File: config.mk
export PLATFORM = sky130hd
export DESIGN_NAME = vhwp_port
export DESIGN_NICKNAME = d
export VERILOG_FILES = /design/src/vhwp_pkg.sv /design/src/vhwp_decode.sv /design/src/vhwp_pack.sv /design/src/vhwp_port.sv
export VERILOG_INCLUDE_DIRS = /design/src
export SDC_FILE = /design/constraint.sdc
export NUM_CORES = 1
export LEC_CHECK = 0
export BUFFER_PORTS_ARGS = -buffer_cell sky130_fd_sc_hd__buf_2
export CORE_UTILIZATION = 43
export DETAILED_ROUTE_END_ITERATION = 10
export GPL_ROUTABILITY_DRIVEN = 0
export SLEW_MARGIN = 20
export SYNTH_ARGS = -nofsm -noshare
export SYNTH_HDL_FRONTEND = slang
export SYNTH_HIERARCHICAL = 1
export SYNTH_SLANG_ARGS = --single-unit
File: constraint.sdc
create_clock -name clk -period 2.15 [get_ports clk]
set_input_delay 0 -clock clk [delete_from_list [all_inputs] [get_ports clk]]
set_output_delay 0 -clock clk [all_outputs]
set_load 0.01 [all_outputs]
File: src/vhwp_params.svh
// Register offsets, field positions, reset values and memory map of the video memory write port
`ifndef VHWP_PARAMS_SVH
`define VHWP_PARAMS_SVH

// ****************************************************************
// Host register word offsets
// ****************************************************************
`define VHWP_OFF_CTRL   2'h0
`define VHWP_OFF_ADDR   2'h1
`define VHWP_OFF_LOW    2'h2
`define VHWP_OFF_HIGH   2'h3

// ****************************************************************
// Control register fields and reset value
// ****************************************************************
`define VHWP_CTRL_RST       32'h00000000
`define VHWP_CTRL_IRQ_BIT   31
`define VHWP_CTRL_WRALL_BIT 30
`define VHWP_STEP_MSB       15

// ****************************************************************
// Virtual map: region selector is address bits 31..28
// ****************************************************************
`define VHWP_REGION_MSB  31
`define VHWP_REGION_LSB  28
`define VHWP_BASE_TB     4'h0
`define VHWP_BASE_TG     4'h1
`define VHWP_BASE_SG     4'h2
`define VHWP_BASE_PAL    4'h3
`define VHWP_BASE_SATTR  4'h4
`define VHWP_SIZE_TB     28'h00004b0
`define VHWP_SIZE_TG     28'h0004000
`define VHWP_SIZE_SG     28'h0004000
`define VHWP_SIZE_PAL    28'h0000400
`define VHWP_SIZE_SATTR  28'h0000400

// ****************************************************************
// Memory data widths and index width
// ****************************************************************
`define VHWP_W_TB    16
`define VHWP_W_PAL   24
`define VHWP_W_SATTR 16
`define VHWP_IDX_W   14

`endif

File: src/vhwp_pkg.sv
// Types shared by the video memory write port modules
package vhwp_pkg;

	// ****************************************************************
	// Target memories, bit position of each in the write enable vector
	// ****************************************************************
	typedef enum logic [2:0] {
		TGT_TILE_BUF = 3'h0,
		TGT_TILE_GFX = 3'h1,
		TGT_SPR_GFX  = 3'h2,
		TGT_PALETTE  = 3'h3,
		TGT_SPR_ATTR = 3'h4,
		TGT_NONE     = 3'h7
	} vhwp_tgt_t;

	// ****************************************************************
	// Carriers
	// ****************************************************************
	typedef struct packed {
		logic        wr;
		logic [1:0]  reg_idx;
		logic [31:0] data;
	} vhwp_req_t;

	typedef struct packed {
		logic [4:0]  we;
		logic [13:0] idx;
		logic [63:0] data;
	} vhwp_mem_wr_t;

	typedef struct packed {
		logic [31:0]  ctrl;
		logic [31:0]  vaddr;
		logic [31:0]  data_hi;
		vhwp_mem_wr_t mem;
		logic         irq;
		logic         dropped;
	} vhwp_state_t;

endpackage : vhwp_pkg

File: src/vhwp_decode.sv
// Virtual video memory address decoder
`timescale 1ns/1ps
`include "vhwp_params.svh"

module vhwp_decode #(
	parameter int IDX_W = `VHWP_IDX_W
) (
	// Virtual address
	input  wire logic [31:0]       vaddr,
	// Decoded target
	output vhwp_pkg::vhwp_tgt_t    tgt,
	output logic [IDX_W-1:0]       idx,
	output logic                   hit
);

	// Largest memory needs the full index width
	if (IDX_W < `VHWP_IDX_W) begin : g_bad_idx
		$error("vhwp_decode: IDX_W too small");
	end

	logic [3:0]  region;
	logic [27:0] offs;

	assign region = vaddr[`VHWP_REGION_MSB:`VHWP_REGION_LSB];
	assign offs   = vaddr[`VHWP_REGION_LSB-1:0];
	assign idx    = offs[IDX_W-1:0];

	// Region select and bound check; addresses past a memory's end hit nothing
	always_comb begin
		tgt = vhwp_pkg::TGT_NONE;
		hit = 1'b0;
		unique case (region)
			`VHWP_BASE_TB: begin
				tgt = vhwp_pkg::TGT_TILE_BUF;
				hit = offs < `VHWP_SIZE_TB;
			end
			`VHWP_BASE_TG: begin
				tgt = vhwp_pkg::TGT_TILE_GFX;
				hit = offs < `VHWP_SIZE_TG;
			end
			`VHWP_BASE_SG: begin
				tgt = vhwp_pkg::TGT_SPR_GFX;
				hit = offs < `VHWP_SIZE_SG;
			end
			`VHWP_BASE_PAL: begin
				tgt = vhwp_pkg::TGT_PALETTE;
				hit = offs < `VHWP_SIZE_PAL;
			end
			`VHWP_BASE_SATTR: begin
				tgt = vhwp_pkg::TGT_SPR_ATTR;
				hit = offs < `VHWP_SIZE_SATTR;
			end
			default: begin
				tgt = vhwp_pkg::TGT_NONE;
				hit = 1'b0;
			end
		endcase
	end

endmodule : vhwp_decode

File: src/vhwp_pack.sv
// Shapes the two host data halves to the width of the target memory
`timescale 1ns/1ps
`include "vhwp_params.svh"

module vhwp_pack (
	// Target and host halves
	input  wire vhwp_pkg::vhwp_tgt_t tgt,
	input  wire logic [31:0]         lo,
	input  wire logic [31:0]         hi,
	// Word for the memory
	output logic [63:0]              word
);

	// Upper half only reaches the graphics memories; narrow ones lose top bits
	always_comb begin
		word = 64'h0;
		unique case (tgt)
			vhwp_pkg::TGT_TILE_GFX,
			vhwp_pkg::TGT_SPR_GFX: word = {hi, lo};
			vhwp_pkg::TGT_TILE_BUF: word[`VHWP_W_TB-1:0] = lo[`VHWP_W_TB-1:0];
			vhwp_pkg::TGT_PALETTE: word[`VHWP_W_PAL-1:0] = lo[`VHWP_W_PAL-1:0];
			vhwp_pkg::TGT_SPR_ATTR: word[`VHWP_W_SATTR-1:0] = lo[`VHWP_W_SATTR-1:0];
			default: word = 64'h0;
		endcase
	end

endmodule : vhwp_pack

File: src/vhwp_port.sv
// Host write port into the virtual video memory of the picture unit
//
// Notes on behaviour
// - Region 0x0 reaches the tile buffer, 1200 entries of 16 bits.
// - Region 0x1 reaches tile graphics, 16384 entries of 64 bits.
// - Region 0x2 reaches sprite graphics, 16384 entries of 64 bits.
// - Region 0x3 reaches colour palettes, 1024 entries of 24 bits.
// - Region 0x4 reaches sprite attributes, 1024 entries of 16 bits.
// - Host path is 32 bits; separate low and high data registers.
// - Control bits 15..0 are the step; zero turns auto-increment off.
// - Control bit 31 enables the vertical-blank interrupt.
// - Control bit 30 allows memory writes outside vertical blank.
// - A low data write starts a memory write at the current address.
// - After such a write the address grows by the nonzero step.
// - The high half is used only for the two graphics memories.
// - Narrow memories keep only the low bits of the low half.
// - Vertical-blank interrupt goes out on the interrupt line when enabled.
// - Address register is virtual; all four registers are write-only.
`timescale 1ns/1ps
`include "vhwp_params.svh"

module vhwp_port (
	// Clock and reset
	input  wire logic                   clk,
	input  wire logic                   rst_n,
	// Host register port, write only
	input  wire vhwp_pkg::vhwp_req_t    host_req,
	// Display timing
	input  wire logic                   in_vblank,
	// Video memory write port
	output vhwp_pkg::vhwp_mem_wr_t      mem_wr,
	// Host status
	output logic                        host_irq,
	output logic                        wr_dropped
);

	// ****************************************************************
	// State and decode
	// ****************************************************************
	vhwp_pkg::vhwp_state_t st_r;
	vhwp_pkg::vhwp_state_t st_nxt;

	vhwp_pkg::vhwp_tgt_t   dec_tgt;
	logic [13:0]           dec_idx;
	logic                  dec_hit;
	logic [63:0]           packed_word;
	logic [15:0]           step;
	logic                  wr_allowed;
	logic                  low_wr;

	// Current address picks the target memory
	vhwp_decode #(
		.IDX_W (`VHWP_IDX_W)
	) u_decode (
		.vaddr (st_r.vaddr),
		.tgt   (dec_tgt),
		.idx   (dec_idx),
		.hit   (dec_hit)
	);

	// Incoming low half plus stored high half, cut to the target width
	vhwp_pack u_pack (
		.tgt  (dec_tgt),
		.lo   (host_req.data),
		.hi   (st_r.data_hi),
		.word (packed_word)
	);

	// Control fields
	assign step       = st_r.ctrl[`VHWP_STEP_MSB:0];
	assign wr_allowed = in_vblank | st_r.ctrl[`VHWP_CTRL_WRALL_BIT];
	assign low_wr     = host_req.wr && (host_req.reg_idx == `VHWP_OFF_LOW);

	// ****************************************************************
	// Next state
	// ****************************************************************
	// Write enables and the drop flag are single-cycle pulses
	always_comb begin
		st_nxt         = st_r;
		st_nxt.mem.we  = 5'h00;
		st_nxt.dropped = 1'b0;
		// Interrupt follows vertical blank only while enabled
		st_nxt.irq = st_r.ctrl[`VHWP_CTRL_IRQ_BIT] & in_vblank;
		if (host_req.wr) begin
			// Registers are write only, so there is no read path
			unique case (host_req.reg_idx)
				`VHWP_OFF_CTRL: st_nxt.ctrl = host_req.data;
				`VHWP_OFF_ADDR: st_nxt.vaddr = host_req.data;
				`VHWP_OFF_HIGH: st_nxt.data_hi = host_req.data;
				`VHWP_OFF_LOW: begin
					if (wr_allowed) begin
						// Unmapped addresses write nothing but still advance
						if (dec_hit) begin
							st_nxt.mem.we   = 5'h01 << dec_tgt;
							st_nxt.mem.idx  = dec_idx;
							st_nxt.mem.data = packed_word;
						end
						if (step != 16'h0000) begin
							st_nxt.vaddr = st_r.vaddr + {16'h0000, step};
						end
					end else begin
						// Display is reading: drop it, keep the address
						st_nxt.dropped = 1'b1;
					end
				end
			endcase
		end
	end

	// ****************************************************************
	// Registers
	// ****************************************************************
	// Control clears at reset so writes are blocked outside vertical blank and the interrupt is off
	always_ff @(posedge clk) begin
		if (!rst_n) begin
			st_r         <= '0;
			st_r.ctrl    <= `VHWP_CTRL_RST;
		end else begin
			st_r <= st_nxt;
		end
	end

	// Outputs come straight from the state flops
	assign mem_wr     = st_r.mem;
	assign host_irq   = st_r.irq;
	assign wr_dropped = st_r.dropped;

	logic hit_wr;
	assign hit_wr = low_wr && wr_allowed && dec_hit;
endmodule : vhwp_port

==> impl_metrics.toml <==
[setup_path]
cp_slowest_cell = "or4_4"
max_stage_delay_ps = 430
reg2regPathDepth = 9
worst-path-max-fanout = 8
start_kind = "flip-flop"
crit_family = "simple AND/OR/NAND/NOR gates"
crit_buf_inv = 3
critPathRequiredTime_ps = 2520
crit_arrival_ps = 2570
critPathKind = "reg -> reg"
crit_path_end_kind = "flip-flop"
path_depth = 9
crit_chain = "buf_6 > or4_4 > a2111oi_4 > o311a_1 > and2_4 > buf_12 > clkbuf_16 > nand2_1 > a21boi_1"

[die]
ios = 123
rows = 53
die_w_um = 150
core_area_um2 = 21200
start_util = 0.442
fp.dieH_um = 150
design.die.area_um2 = 22400

[sta]
fin_ws_ps = -57.8
worst_pin_slew_ps = 690
fin_crit_ps = 2210
hold_violations = 0
max_slew_margin = 0.540
slew_viol_final = 0
fin_worst_skew_ps = 12.5
setup_viol = 34
fin_crit_sh = 1.03
fmax_ghz = 0.453
grt_setup_unrepaired = "yes"

[clocking]
clkTransAtPathRegs_ps = 70
cts_inserted_buffers = 17
cts_tree = "built"
clk_path_buf_depth = 2
clk_latency_ps = 440
root_buffer = "clkbuf_16"
cts.sinks = 167
cts-htree-levels = 4

[logic_synthesis]
synth_edf_count = 0
ys_seq_elements = 167
async_reset_ff_frac = 0
avgSynthCellArea_um2 = 8.17
syn_inst = 1145
synth.distinct_cells = 75
synth_area_um2 = 9360
synth_nets = 1200
ys.flop_type = "dfxtp_1"
synth-seq-area-share = 0.357
yosysWarnings = 6

[placement]
placed_area_um2 = 10200
pre_cts_slack_ps = -251
portBuffers = 122
dpl.hpwl_um = 18800

[grt]
grt_pass1_wl_um = 42900
grt_antenna_before_repair = 0
grt_max_degree = 71
gr-usage-all-layers = 0.249
grt_overflow = 0
grt_pass1_vias = 8036

[routing]
drt_iter0_markers = 582
post-route-drc-count = 0
drtAntennaViolNets = 0
vias = 8671
dr.pass1.iters = 7
viasPerCell = 5.48
routedWlPerCell_um = 19.0
wirelength_um = 30100

[finish]
diodes = 0
finish.instance_area_um2 = 12500
drive_above_1_share = 0.387
mostFrequentLayoutCell = "nand2_1"
syn_to_final_growth_pct = 33.7
num-fill-cells = 1824
final_cell_mix = "nand2_1 (247), dfxtp_1 (152), buf_2 (121), buf_4 (119), a21boi_0 (59)"
final_net_count = 1348
seqCellArea_um2 = 3370
finish.utilization = 0.591
multi_input_area_um2 = 5790

[run_status]
status = "complete, but fails checks"
failed_checks = "setup timing"

[min_path]
holdCritPathClass = "in -> reg"
holdPathStages = 4

[flow_run]
maxCapViolations = 0

[power]
power_density_nw_per_um2 = 604
ir_worst_vdd_mv = 0.625
p_leak_nw = 5.36
cell usage after synthesis, types with 11 or more instances:
library cell    n  area share
nor2_1         32       0.013
and2_1         29       0.019
ha_1           16       0.021
o211ai_1       12      0.0096
nand3_1        17      0.0091
buf_4          97       0.078
buf_2          11      0.0059
nor4_1         11      0.0074
nand2_1       298        0.12
dfxtp_1       167        0.36
a21boi_0      133        0.11
nor3_1         14      0.0075
and3_1         14      0.0094
o21ai_0        26       0.014
clkbuf_1       56       0.022
nor3b_2        40       0.053
a21oi_1        27       0.014
worst reg2reg max path: cells and delay by family (launching register included):
kind	cells	cell delay (ps)
simple gates	3	700
compound gates	3	600
buf+inv	3	470
flops	1	360
metal layers:
layer / wire [um] / vias up / GRT usage
met1: 12900 / 4166 / 0.315
met3: 1640 / 50 / 0.0506
met4: 812 / 0 / 0.0944
met5: 0 / - / 0
li1: - / 4166 / -
met2: 14800 / 289 / 0.415
power by group:
part | switching, mW | internal [mW]
Combinational | 0.698 | 0.552
Sequential | 0.0710 | 3.17
Clock | 1.49 | 1.57
Total | 2.26 | 5.29
metrics by stage:
step / power [mW] / cells / hold WS (ps) / setup TNS (ps)
2_1_floorplan: 3.92 / 1145 / 145 / -870
3_3_place_gp: 4.28 / 1490 / 296 / -15370
3_5_place_dp: 4.28 / 1490 / 308 / -16060
4_1_cts: 7.43 / 1567 / 65.0 / -24.9
5_1_grt: 7.80 / 1581 / 107 / -4090
6_report: 7.55 / 1581 / 77.0 / -712
state kept, by name, indices dropped and copies added (netlist names):
register    flops
mem_wr         83
st_r           82
host_irq        1
wr_dropped      1
final cells by class:
type / count / area share
clock buffer: 18 / 0.0351
clock inverter: 14 / 0.0111
inverter: 6 / 0.00180
multi-input combinational: 799 / 0.463
sequential: 167 / 0.269
tap: 275 / 0.0275
timing repair buffer: 302 / 0.192
kinds of logic (layout without fill, tap and decap cells):
kind of cell / after synthesis / after routing / synth area share
DFF: 167 / 167 / 0.357
and+or+nand+nor: 493 / 493 / 0.268
adders and majority gates: 17 / 17 / 0.0235
xor gates and xnor gates: 10 / 10 / 0.0102
muxes: 3 / 3 / 0.00321
buffers and inverters: 179 / 340 / 0.121
AOI/OAI and AO/OA: 276 / 276 / 0.217
worst paths after layout:
kind	startpoint	to	slack (ps)
hold / removal	host_req[33]	st_r[125]	80
setup reg to reg	st_r[128]	mem_wr[40]	-60
setup / recovery	st_r[128]	mem_wr[40]	-60
hold reg to reg	mem_wr[60]	mem_wr[60]	450
repair_timing:
item                                    4_1_cts  5_1_grt
pin swaps                                    13      103
endpoints found under the setup margin      103      106
hold buffers                                 35        0
buffers inserted                              7        4
cloned                                        3       10
hold endpoints to repair                     94        0
resized for setup                            58      241
Power figures use the tool's default switching activity.
